--- src/rtl/snz_params.svh ---
// timing and reset constants for the snooze receive wake block
// assumes a single 125 MHz clock and a fixed serial bit rate
`ifndef SNZ_PARAMS_SVH
`define SNZ_PARAMS_SVH

`define SNZ_CLK_HZ        125000000
`define SNZ_BIT_RATE_BPS  90000
`define SNZ_BIT_CYC       (`SNZ_CLK_HZ / `SNZ_BIT_RATE_BPS)
`define SNZ_HALF_CYC      (`SNZ_BIT_CYC / 2)
`define SNZ_DATA_BITS     8
`define SNZ_CNT_RST       8'h00
`define SNZ_ADDR_RST      8'h00

`endif

--- src/rtl/snz_pkg.sv ---
// types shared by the snooze receive wake block
// assumes snz_params.svh is included by the modules that use constants
package snz_pkg;

    typedef enum logic [3:0] {
        SNZ_NORMAL  = 4'h1,
        SNZ_STANDBY = 4'h2,
        SNZ_SNOOZE  = 4'h4,
        SNZ_XFER    = 4'h8
    } snz_mode_t;

    typedef enum logic [3:0] {
        SNZ_RX_IDLE  = 4'h1,
        SNZ_RX_START = 4'h2,
        SNZ_RX_DATA  = 4'h4,
        SNZ_RX_STOP  = 4'h8
    } snz_rx_state_t;

    typedef struct packed {
        snz_rx_state_t state;
        logic [10:0]   cnt;
        logic [2:0]    bitn;
        logic [7:0]    shf;
        logic          prev;
        logic [7:0]    data;
        logic          full;
        logic          err;
        logic          start;
    } snz_rx_st_t;

    typedef struct packed {
        snz_mode_t  mode;
        logic [7:0] remaining;
        logic [7:0] addr;
        logic [7:0] wr_addr;
        logic [7:0] data;
        logic       buf_we;
        logic       release_irq;
        logic       mismatch;
        logic       rx_error;
    } snz_ctl_st_t;

endpackage

--- src/rtl/snz_uart_rx.sv ---
// asynchronous serial receiver: 8 data bits, lsb first, no parity, 1 stop
// assumes the receive input is already synchronous to clock_i
`timescale 1ns/1ps
`include "snz_params.svh"

module snz_uart_rx (
    input  wire logic       clock_i,
    input  wire logic       rst_n_i,
    input  wire logic       rxd_i,
    output logic            start_o,
    output logic            full_o,
    output logic            err_o,
    output logic [7:0]      data_o
);

    snz_pkg::snz_rx_st_t rx_ff;
    snz_pkg::snz_rx_st_t nxt_rx;

    // ----------------------------------------
    // frame sequencer
    // ----------------------------------------
    always_comb begin
        nxt_rx       = rx_ff;
        nxt_rx.full  = 1'b0;
        nxt_rx.err   = 1'b0;
        nxt_rx.start = 1'b0;
        nxt_rx.prev  = rxd_i;
        unique case (rx_ff.state)
            snz_pkg::SNZ_RX_IDLE: begin
                if (rx_ff.prev && !rxd_i) begin
                    nxt_rx.state = snz_pkg::SNZ_RX_START;
                    nxt_rx.cnt   = 11'(`SNZ_HALF_CYC - 1);
                    nxt_rx.start = 1'b1;
                end
            end
            snz_pkg::SNZ_RX_START: begin
                if (rx_ff.cnt != 11'h000) begin
                    nxt_rx.cnt = rx_ff.cnt - 11'h001;
                end else if (!rxd_i) begin
                    nxt_rx.state = snz_pkg::SNZ_RX_DATA;
                    nxt_rx.cnt   = 11'(`SNZ_BIT_CYC - 1);
                    nxt_rx.bitn  = 3'h0;
                end else begin
                    // glitch shorter than half a bit: drop it
                    nxt_rx.state = snz_pkg::SNZ_RX_IDLE;
                end
            end
            snz_pkg::SNZ_RX_DATA: begin
                if (rx_ff.cnt != 11'h000) begin
                    nxt_rx.cnt = rx_ff.cnt - 11'h001;
                end else begin
                    nxt_rx.shf = {rxd_i, rx_ff.shf[7:1]};
                    nxt_rx.cnt = 11'(`SNZ_BIT_CYC - 1);
                    if (rx_ff.bitn == 3'h7) begin
                        nxt_rx.state = snz_pkg::SNZ_RX_STOP;
                    end else begin
                        nxt_rx.bitn = rx_ff.bitn + 3'h1;
                    end
                end
            end
            snz_pkg::SNZ_RX_STOP: begin
                if (rx_ff.cnt != 11'h000) begin
                    nxt_rx.cnt = rx_ff.cnt - 11'h001;
                end else begin
                    nxt_rx.state = snz_pkg::SNZ_RX_IDLE;
                    if (rxd_i) begin
                        nxt_rx.data = rx_ff.shf;
                        nxt_rx.full = 1'b1;
                    end else begin
                        nxt_rx.err = 1'b1;
                    end
                end
            end
        endcase
    end

    always_ff @(posedge clock_i or negedge rst_n_i) begin
        if (!rst_n_i) begin
            rx_ff <= '{state: snz_pkg::SNZ_RX_IDLE, cnt: 11'h000, bitn: 3'h0,
                       shf: 8'h00, prev: 1'b1, data: 8'h00, full: 1'b0,
                       err: 1'b0, start: 1'b0};
        end else begin
            rx_ff <= nxt_rx;
        end
    end

    assign start_o = rx_ff.start;
    assign full_o  = rx_ff.full;
    assign err_o   = rx_ff.err;
    assign data_o  = rx_ff.data;

endmodule

--- src/rtl/snz_wake.sv ---
// snooze sequencing around serial reception with a byte transfer engine
// assumes software requests standby by a pulse and reads the buffer writes
`timescale 1ns/1ps
`include "snz_params.svh"

// Functional notes
// [RULE1] in standby, a start-bit falling edge enters snooze and starts reception
// [RULE2] after one byte is moved to the buffer, snooze returns to standby
// [RULE3] cycle repeats per byte until count reached; release interrupt wakes to normal (code: count only advances with write-back enabled)
// [RULE4] a received byte unequal to the compare value ends snooze
// [RULE5] release interrupt comes from transfer end, transfer triggered by receive full
// [RULE6] interrupt only after all transfers, not each, unless per-transfer selected
// [RULE7] each transfer writes back its remaining count when write-back is enabled
// [RULE8] each transfer moves one received byte to the next buffer location
// [RULE9] repeat mode without per-transfer interrupts never releases snooze
// [RULE10] far transmitter sends 8N1 frames at the set rate, no flow control
module snz_wake (
    input  wire logic       clock_i,
    input  wire logic       rst_n_i,
    input  wire logic       standby_req_i,
    input  wire logic       serial_receive_input_i,
    input  wire logic [7:0] xfer_count_i,
    input  wire logic [7:0] compare_data_register_i,
    input  wire logic       compare_en_i,
    input  wire logic       per_transfer_interrupt_select_i,
    input  wire logic       repeat_mode_i,
    input  wire logic       writeback_en_i,
    output logic [3:0]      mode_o,
    output logic            buf_we_o,
    output logic [7:0]      buf_addr_o,
    output logic [7:0]      buf_data_o,
    output logic [7:0]      remaining_o,
    output logic            release_irq_o,
    output logic            mismatch_o,
    output logic            rx_error_o
);

    snz_pkg::snz_ctl_st_t st_ff;
    snz_pkg::snz_ctl_st_t nxt_st;

    logic       rx_start;
    logic       rx_full;
    logic       rx_err;
    logic [7:0] rx_data;
    logic       miss_w;
    logic       done_w;
    logic       last_w;

    // ----------------------------------------
    // receiver
    // ----------------------------------------
    snz_uart_rx u_rx (
        .clock_i (clock_i),
        .rst_n_i (rst_n_i),
        .rxd_i   (serial_receive_input_i),
        .start_o (rx_start),
        .full_o  (rx_full),
        .err_o   (rx_err),
        .data_o  (rx_data)
    );

    // ----------------------------------------
    // mode sequencer and transfer engine
    // ----------------------------------------
    assign miss_w = compare_en_i && (rx_data != compare_data_register_i);
    assign last_w = (st_ff.remaining == 8'h01);
    // without write-back the count is frozen, so only per-transfer can finish
    assign done_w = per_transfer_interrupt_select_i ||
                    (writeback_en_i && !repeat_mode_i && last_w); // [RULE6] [RULE9]

    always_comb begin
        nxt_st             = st_ff;
        nxt_st.buf_we      = 1'b0;
        nxt_st.release_irq = 1'b0;
        nxt_st.mismatch    = 1'b0;
        nxt_st.rx_error    = 1'b0;
        unique case (st_ff.mode)
            snz_pkg::SNZ_NORMAL: begin
                if (standby_req_i) begin
                    nxt_st.mode      = snz_pkg::SNZ_STANDBY;
                    nxt_st.remaining = xfer_count_i;
                    nxt_st.addr      = `SNZ_ADDR_RST;
                end
            end
            snz_pkg::SNZ_STANDBY: begin
                if (rx_start) begin
                    nxt_st.mode = snz_pkg::SNZ_SNOOZE; // [RULE1]
                end
            end
            snz_pkg::SNZ_SNOOZE: begin
                if (rx_full && miss_w) begin
                    nxt_st.mode     = snz_pkg::SNZ_NORMAL; // [RULE4]
                    nxt_st.mismatch = 1'b1;
                end else if (rx_full) begin
                    // receive full is the transfer trigger
                    nxt_st.mode    = snz_pkg::SNZ_XFER; // [RULE5]
                    nxt_st.data    = rx_data; // [RULE8]
                    nxt_st.buf_we  = 1'b1;
                    nxt_st.wr_addr = st_ff.addr;
                    nxt_st.addr    = st_ff.addr + 8'h01;
                end else if (rx_err) begin
                    // a broken frame is dropped and the block sleeps again
                    nxt_st.mode     = snz_pkg::SNZ_STANDBY;
                    nxt_st.rx_error = 1'b1;
                end
            end
            snz_pkg::SNZ_XFER: begin
                if (writeback_en_i) begin
                    if (repeat_mode_i && last_w) begin
                        nxt_st.remaining = xfer_count_i; // [RULE9]
                    end else begin
                        nxt_st.remaining = st_ff.remaining - 8'h01; // [RULE7]
                    end
                end
                if (done_w) begin
                    nxt_st.mode        = snz_pkg::SNZ_NORMAL; // [RULE3]
                    nxt_st.release_irq = 1'b1; // [RULE5]
                end else begin
                    nxt_st.mode = snz_pkg::SNZ_STANDBY; // [RULE2]
                end
            end
        endcase
    end

    always_ff @(posedge clock_i or negedge rst_n_i) begin
        if (!rst_n_i) begin
            st_ff <= '{mode: snz_pkg::SNZ_NORMAL, remaining: `SNZ_CNT_RST,
                       addr: `SNZ_ADDR_RST, wr_addr: `SNZ_ADDR_RST,
                       data: 8'h00, buf_we: 1'b0, release_irq: 1'b0,
                       mismatch: 1'b0, rx_error: 1'b0};
        end else begin
            st_ff <= nxt_st;
        end
    end

    assign mode_o        = st_ff.mode;
    assign buf_we_o      = st_ff.buf_we;
    assign buf_addr_o    = st_ff.wr_addr;
    assign buf_data_o    = st_ff.data;
    assign remaining_o   = st_ff.remaining;
    assign release_irq_o = st_ff.release_irq;
    assign mismatch_o    = st_ff.mismatch;
    assign rx_error_o    = st_ff.rx_error;

    // ----------------------------------------
    // assertions
    // ----------------------------------------
    property p_start_wakes;
        @(posedge clock_i) disable iff (!rst_n_i)
        (st_ff.mode == snz_pkg::SNZ_STANDBY) && rx_start |=> (st_ff.mode == snz_pkg::SNZ_SNOOZE);
    endproperty
    a_start_wakes: assert property (p_start_wakes) else $error("start edge did not enter snooze"); // [RULE1]

    property p_back_to_standby;
        @(posedge clock_i) disable iff (!rst_n_i)
        (st_ff.mode == snz_pkg::SNZ_XFER) && !done_w |=> (st_ff.mode == snz_pkg::SNZ_STANDBY) && !release_irq_o;
    endproperty
    a_back_to_standby: assert property (p_back_to_standby) else $error("no return to standby"); // [RULE2]

    property p_count_release;
        @(posedge clock_i) disable iff (!rst_n_i)
        (st_ff.mode == snz_pkg::SNZ_XFER) && writeback_en_i && !repeat_mode_i && last_w
        |=> release_irq_o && (st_ff.mode == snz_pkg::SNZ_NORMAL) && (remaining_o == 8'h00);
    endproperty
    a_count_release: assert property (p_count_release) else $error("last byte did not release"); // [RULE3]

    property p_mismatch_ends;
        @(posedge clock_i) disable iff (!rst_n_i)
        (st_ff.mode == snz_pkg::SNZ_SNOOZE) && rx_full && miss_w
        |=> mismatch_o && !buf_we_o && (st_ff.mode == snz_pkg::SNZ_NORMAL);
    endproperty
    a_mismatch_ends: assert property (p_mismatch_ends) else $error("mismatch did not end snooze"); // [RULE4]

    property p_release_source;
        @(posedge clock_i) disable iff (!rst_n_i)
        release_irq_o |-> $past(st_ff.mode == snz_pkg::SNZ_XFER) && $past(buf_we_o);
    endproperty
    a_release_source: assert property (p_release_source) else $error("release without transfer"); // [RULE5]

    property p_no_early_irq;
        @(posedge clock_i) disable iff (!rst_n_i)
        (st_ff.mode == snz_pkg::SNZ_XFER) && !per_transfer_interrupt_select_i && (st_ff.remaining > 8'h01)
        |=> !release_irq_o [*2];
    endproperty
    a_no_early_irq: assert property (p_no_early_irq) else $error("interrupt before count done"); // [RULE6]

    property p_writeback;
        @(posedge clock_i) disable iff (!rst_n_i)
        (st_ff.mode == snz_pkg::SNZ_XFER) && writeback_en_i && !(repeat_mode_i && last_w)
        |=> remaining_o == $past(remaining_o) - 8'h01;
    endproperty
    a_writeback: assert property (p_writeback) else $error("count not written back"); // [RULE7]

    property p_byte_move;
        @(posedge clock_i) disable iff (!rst_n_i)
        (st_ff.mode == snz_pkg::SNZ_SNOOZE) && rx_full && !miss_w
        |=> buf_we_o && (buf_data_o == $past(rx_data)) && (buf_addr_o == $past(st_ff.addr));
    endproperty
    a_byte_move: assert property (p_byte_move) else $error("byte not moved to buffer"); // [RULE8]

    // a zero count stands for 256, so a zero reload is still a full round
    property p_repeat_silent;
        @(posedge clock_i) disable iff (!rst_n_i)
        (st_ff.mode == snz_pkg::SNZ_XFER) && repeat_mode_i && !per_transfer_interrupt_select_i
        |=> !release_irq_o &&
            ((remaining_o != 8'h00) || ($past(xfer_count_i) == 8'h00) || !$past(writeback_en_i));
    endproperty
    a_repeat_silent: assert property (p_repeat_silent) else $error("repeat mode released"); // [RULE9]

    // a broken frame drops the byte and puts the block back to sleep
    property p_error_resleeps;
        @(posedge clock_i) disable iff (!rst_n_i)
        (st_ff.mode == snz_pkg::SNZ_SNOOZE) && rx_err && !rx_full
        |=> rx_error_o && !buf_we_o && (st_ff.mode == snz_pkg::SNZ_STANDBY);
    endproperty
    a_error_resleeps: assert property (p_error_resleeps) else $error("receive error did not resleep"); // [RULE2]

    property p_write_in_xfer;
        @(posedge clock_i) disable iff (!rst_n_i)
        buf_we_o |-> (st_ff.mode == snz_pkg::SNZ_XFER);
    endproperty
    a_write_in_xfer: assert property (p_write_in_xfer) else $error("buffer write outside transfer"); // [RULE8]

    c_release: cover property (@(posedge clock_i) disable iff (!rst_n_i) release_irq_o);
    c_mismatch: cover property (@(posedge clock_i) disable iff (!rst_n_i) mismatch_o);
    c_rx_error: cover property (@(posedge clock_i) disable iff (!rst_n_i) rx_error_o);
    c_reload: cover property (@(posedge clock_i) disable iff (!rst_n_i)
        (st_ff.mode == snz_pkg::SNZ_XFER) && repeat_mode_i && last_w);
    c_resleep: cover property (@(posedge clock_i) disable iff (!rst_n_i)
        (st_ff.mode == snz_pkg::SNZ_XFER) ##1 (st_ff.mode == snz_pkg::SNZ_STANDBY));

endmodule

--- config.mk ---
export PLATFORM = sky130hd
export DESIGN_NAME = snz_wake
export DESIGN_NICKNAME = d
export VERILOG_FILES = /design/src/rtl/snz_pkg.sv /design/src/rtl/snz_uart_rx.sv /design/src/rtl/snz_wake.sv
export VERILOG_INCLUDE_DIRS = /design/src /design/src/rtl
export SDC_FILE = /design/constraint.sdc
export NUM_CORES = 1
export LEC_CHECK = 0
export BUFFER_PORTS_ARGS = -buffer_cell sky130_fd_sc_hd__buf_2
export CAP_MARGIN = 20
export CORE_ASPECT_RATIO = 1.1
export CORE_UTILIZATION = 39
export CTS_BUF_LIST = sky130_fd_sc_hd__clkbuf_8
export CTS_CLUSTER_SIZE = 30
export DETAILED_ROUTE_END_ITERATION = 16
export PLACE_DENSITY = 0.58
export RECOVER_POWER = 100
export SKIP_LAST_GASP = 1
export SLEW_MARGIN = 25
export SYNTH_ARGS = -nofsm -noshare
export SYNTH_HDL_FRONTEND = slang
export SYNTH_HIERARCHICAL = 1
export SYNTH_SLANG_ARGS = --single-unit
export TNS_END_PERCENT = 10
--- constraint.sdc ---
create_clock -name clock_i -period 2.2 [get_ports clock_i]
set_input_delay 0.33 -clock clock_i [delete_from_list [all_inputs] [get_ports clock_i]]
set_output_delay 0.33 -clock clock_i [all_outputs]
set_load 0.03 [all_outputs]
# Word level (Yosys, flattened, before mapping)
# Index checks and enable logic that the tools add are counted.
# word_totals
mem_bits_rw	0
mem_bits_ro	0
latchBits	0
elab_cells	114
ff_bits	78
inputBits	24
output_inout_bits	32
n_memories	0
# op_classes
n_mul	0
div	0
n_eq_ne	26
shift	0
bitwise_logic	2
magnitude_cmp	0
n_reduce_logical	22
n_addsub	4
muxes	42
# op_table
operator	count
$pmux 15 s4	1
$mux 25	2
$mux 11	4
$mux 4	8
$pmux 8 s2	2
$mux 20	1
$mux 8	2
$ne 2x2->1 const B	8
$pmux 4 s4	1
$mux 15	1
$reduce_and 3->1	5
$mux 14	1
$mux 1	11
$reduce_bool 11->1	1
$sub 11x1->11 const B	1
$ne 2x1->1 const B	5
$reduce_and 5->1	2
$mux 3	3
$add 8x1->8 const B	1
$eq 4x1->1 const B	2
$eq 4x2->1 const B	2
$eq 4x3->1 const B	2
$eq 4x4->1 const B	2
$eq 8x1->1 const B	1
15 further kinds	27

# Logic depth before layout (Yosys ltp)
# logic_depth
word_depth	6
ltp_mapped	8
mapped_depth_nobuf	7

# By module
# Netlist, hierarchy kept.
# modules_own_cells
mod	instances	cells_each	seq_area_each_um2	area_per_inst_um2
snz_wake	1	225	1002.2	2323.5
snz_uart_rx	1	174	953.4	2018.2

# Worst setup path after synthesis
# Ideal clock, no wire load.
# synth_path
path_kind	register -> register
from	reg u_rx.rx_ff, in the netlist u_rx/data_o[3]
to	reg st_ff[22] (netlist bit)
path_slack_ns	0.159
setup_ns	0.126
required_time_ns	2.074
n_path_buf	1
path_stages_with_launch	7
arrival_time_ns	1.915
period_less_slack_ns	2.041
cell_sequence	dfrtp_1 buf_4 xor2_1 nor4_4 a21boi_2 a2111o_1 a221o_1
# synth_via
elab_chain_cells	5
# synth_rtl
item	line	text
start: declaration	snz_uart_rx.sv:16	snz_pkg::snz_rx_st_t rx_ff;
start signal: assignment	snz_uart_rx.sv:79	rx_ff <= '{state: snz_pkg::SNZ_RX_IDLE, cnt: 11'h000, bitn: 3'h0,
start signal: assignment	snz_uart_rx.sv:83	rx_ff <= nxt_rx;
$ne 8x8->1	snz_wake.sv:65	assign miss_w = compare_en_i && (rx_data != compare_data_register_i);
$logic_and 1x1->1	snz_wake.sv:65	
$logic_and 1x1->1	snz_wake.sv:91	if (rx_full && miss_w) begin
$ne 2x2->1 (no source line)	n/a	
$reduce_and 4->1 (no source line)	n/a	
end signal: assignment	snz_wake.sv:127	st_ff <= '{mode: snz_pkg::SNZ_NORMAL, remaining: `SNZ_CNT_RST,
end signal: assignment	snz_wake.sv:132	st_ff <= nxt_st;
end: declaration	snz_wake.sv:38	snz_pkg::snz_ctl_st_t st_ff;
# Every way passes these cells.
# A chain may end at the register's enable or synchronous reset.

# Final worst setup path
# layout_path
from	reg u_rx.rx_ff, in the netlist u_rx/data_o[3]
to	reg st_ff[25] (netlist bit)
# The elaborated chain is that of the path after synthesis.

==> impl_metrics.json <==
{
  "period_needed_ns": 2.06,
  "synth_xor_area_frac": 0.0182,
  "cts_resized": 0,
  "violations": "design-rule violations",
  "syn_nets": 430,
  "fin_worst_skew_ns": 0.00833,
  "ioPinCount": 56,
  "synth_top_family_by_area": "simple AND/OR/NAND/NOR gates",
  "fp.dieArea_sq_mm": 0.0116,
  "grt_max_degree": 37,
  "fin_tns_setup_ns": 0,
  "start_util": 0.400,
  "synth_warnings": 6,
  "seqCellArea_sq_mm": 0.00196,
  "crit_type": "reg -> reg",
  "synth-edff-count": 0,
  "rsz0062_at_grt": "no",
  "grt_pass1_vias": 2988,
  "cts_buffers": 9,
  "synthesis.area_sq_mm": 0.00434,
  "die_x_microns": 103,
  "worstPathRequired_ns": 2.44,
  "rrSetupSlack_ns": 0.14,
  "multiInputGateArea_sq_mm": 0.00188,
  "totalWireLength_microns": 8490,
  "clock-sinks": 78,
  "gp_congestion": 0.852,
  "path_cells": "xor2_1 -> nor4_4 -> a21boi_2 -> a2111o_1 -> a221o_1",
  "tightest_slew_ns": 0.899,
  "fmax_ghz": 0.484,
  "htreeDepth": 3,
  "via_count": 3043,
  "status": "complete, but fails checks",
  "slew_headroom": 0.401,
  "cp_max_fo": 8,
  "clockBufferDepth": 2,
  "hold_start": "serial_receive_input_i",
  "clk_transition_reported_paths_ns": 0.08,
  "endpoint_kind": "flip-flop",
  "seq_area_frac_synth": 0.450,
  "cts_root_buf": "clkbuf_8",
  "numPortBuffers": 55,
  "via_per_inst": 5.25,
  "worstReg2RegStart": "u_rx/data_o[3]$_DFFE_PN0P_",
  "final_area_sq_mm": 0.00464,
  "leakage_nw": 2.07,
  "whs_path_depth": 1,
  "drv_slew": 0,
  "placed_area_sq_mm": 0.00453,
  "setup_viol": 0,
  "grt_pass1_wl_microns": 14400,
  "fp-row-count": 40,
  "n_fill_cell": 1081,
  "synth_cells": 399,
  "hp-class": "in -> reg",
  "hpwl_microns": 6180,
  "nets": 459,
  "p_per_area_mw_per_mm2": 602,
  "areaGrowthSynthToFinish_pct": 6.86,
  "pre_cts_slack_ns": 0.0867,
  "synth-simple-area-share": 0.171,
  "maxCapViolCount": 0,
  "ir_drop_v": 0.000219,
  "drive_above_1_share": 0.203,
  "r2r-end": "st_ff[25]$_DFFE_PN0P_",
  "floorplan.core_area_sq_mm": 0.0109,
  "final_common_cell": "dfrtp_1",
  "overflow": 0,
  "cp_slowest_cell": "a2111o_1",
  "antenna_left": 0,
  "synth_ff_type": "dfrtp_1",
  "mostFrequentLayoutCells": "75 x dfrtp_1, 34 x clkbuf_1, 21 x nor2_1, 21 x a21oi_1, 21 x buf_2",
  "wl_per_cell_microns": 14.6,
  "synthAdderAreaFrac": 0.0202,
  "die_h_microns": 113,
  "fin_crit_sh": 0.938,
  "drc_errors": 1,
  "postSynthAreaPerCell_sq_um": 10.9,
  "cp-start-kind": "flip-flop",
  "dr.pass1.iters": 10,
  "slowest_delay_ns": 0.56,
  "grt_antenna_before_repair": 0,
  "synth_compound_area_frac": 0.138,
  "hold_end": "u_rx/rx_ff[11]$_DFF_PN1_",
  "track_usage": 0.160,
  "ys_ff_latch": 78,
  "cts_tree": "done",
  "crit_arrival_ns": 2.30,
  "async_reset_ff_frac": 1.00,
  "worst_skew_pair.late_latency_ns": 0.35,
  "yosysUniqueCellTypes": 76,
  "initialDrtViolationCount": 80,
  "num_antenna_cells": 0,
  "hold_violations": 0,
  "whs_ns": 0.228,
  "final.setup.worst_slack_ns": 0.135,
  "rr_worst_depth": 5,
  "synth.area.mux_share": 0.0974
}
routing by layer:
metal	GRT usage	vias up	share of wire	wire [microns]
li1	-	1489	-	-
met4	0.0705	0	0.017	146
met3	0.0330	11	0.033	276
met1	0.205	1503	0.46	3890
met2	0.260	40	0.49	4180
met5	0	-	0	0
stage by stage:
step                std cells  power (W)  utilization
detailed placement        563    0.00166        0.418
global route              580    0.00291        0.427
CTS                       580    0.00284        0.438
floorplan                 399    0.00159            -
finish                    580    0.00279        0.427
global placement          563    0.00166        0.418
worst max-delay path: cells and delay by family (launching register included):
kind	cells	cell delay (ns)
simple gates	1	0.30
flops	1	0.41
compound gates	3	1.06
xor+xnor	1	0.18
synthesized netlist by cell type (3+ instances only):
| library cell | instances | area share |
|---|---|---|
| mux2_1 | 9 | 0.023 |
| nand2_1 | 13 | 0.011 |
| buf_2 | 7 | 0.0081 |
| a211oi_1 | 3 | 0.0052 |
| mux2_4 | 8 | 0.028 |
| mux2_2 | 17 | 0.044 |
| a21oi_1 | 21 | 0.024 |
| nand3b_1 | 3 | 0.0052 |
| nand3_1 | 17 | 0.020 |
| o31ai_1 | 5 | 0.0086 |
| nor3b_1 | 6 | 0.010 |
| xor2_1 | 9 | 0.018 |
| buf_6 | 4 | 0.010 |
| nor4_4 | 3 | 0.015 |
| o22ai_1 | 7 | 0.010 |
| nor2_1 | 21 | 0.018 |
| nor2b_1 | 6 | 0.0086 |
| ha_1 | 7 | 0.020 |
| a221o_1 | 5 | 0.012 |
| buf_4 | 37 | 0.064 |
| dfstp_2 | 3 | 0.018 |
| a31oi_1 | 3 | 0.0043 |
| dfrtp_1 | 75 | 0.43 |
| o21ai_0 | 18 | 0.021 |
| nor4b_1 | 4 | 0.0081 |
| nor4_1 | 4 | 0.0058 |
| nand4_1 | 4 | 0.0058 |
| inv_1 | 12 | 0.010 |
| nor3_1 | 7 | 0.0081 |
| o21ai_1 | 3 | 0.0035 |
| nand2b_1 | 3 | 0.0043 |
layout make-up:
type	instances	area share
repair buffers	71	0.0771
well taps	147	0.0396
flip-flops and latches	78	0.422
clock buffers	10	0.0297
inverters	13	0.0105
clock inverters	6	0.0167
multi-input cells	255	0.405
report_power, final:
part | leakage [nW] | internal, W | switching (W)
combinational | 0.923 | 0.0000537 | 0.0000938
sequential | 1.03 | 0.00145 | 0.0000259
clock | 0.119 | 0.000658 | 0.000509
total | 2.07 | 0.00216 | 0.000628
flip-flops by register name, summed over array words and instances, names as in the netlist, 4 cells and up:
name,count
u_rx/rx_ff,27
u_rx/data_o,8
mode_o,4
buf_data_o,8
remaining_o,8
st_ff,8
buf_addr_o,8
cells by family (layout without fill, tap and decap cells):
family                   count (synthesis)  count (layout)
AND/OR/NAND/NOR                        116             116
AO/OA/AOI/OAI                           88              88
flip-flops                              78              78
buffers and inverters                   66             100
multiplexers                            35              35
XOR/XNOR                                 9               9
adder cells (fa/ha/maj)                  7               7
worst max-delay path by stage:
stage | startpoint | endpoint | slack [ns]
detailed placement | compare_data_register_i[3] | st_ff[23]$_DFFE_PN0P_ | 0.09
global route | u_rx/rx_ff[29]$_DFFE_PN0P_ | u_rx/rx_ff[13]$_DFFE_PN0P_ | 0.02
finish | u_rx/data_o[3]$_DFFE_PN0P_ | st_ff[25]$_DFFE_PN0P_ | 0.14
floorplan | u_rx/data_o[3]$_DFFE_PN0P_ | st_ff[22]$_DFFE_PN0P_ | 0.16
CTS | u_rx/data_o[3]$_DFFE_PN0P_ | st_ff[25]$_DFFE_PN0P_ | 0.11
global placement | compare_data_register_i[3] | st_ff[22]$_DFFE_PN0P_ | 0.14
what timing repair did:
action	4_1_cts	5_1_grt
hold buffers	1	0
hold endpoints to repair	33	0
setup buffers	0	0
(Power assumes the default switching activity.)
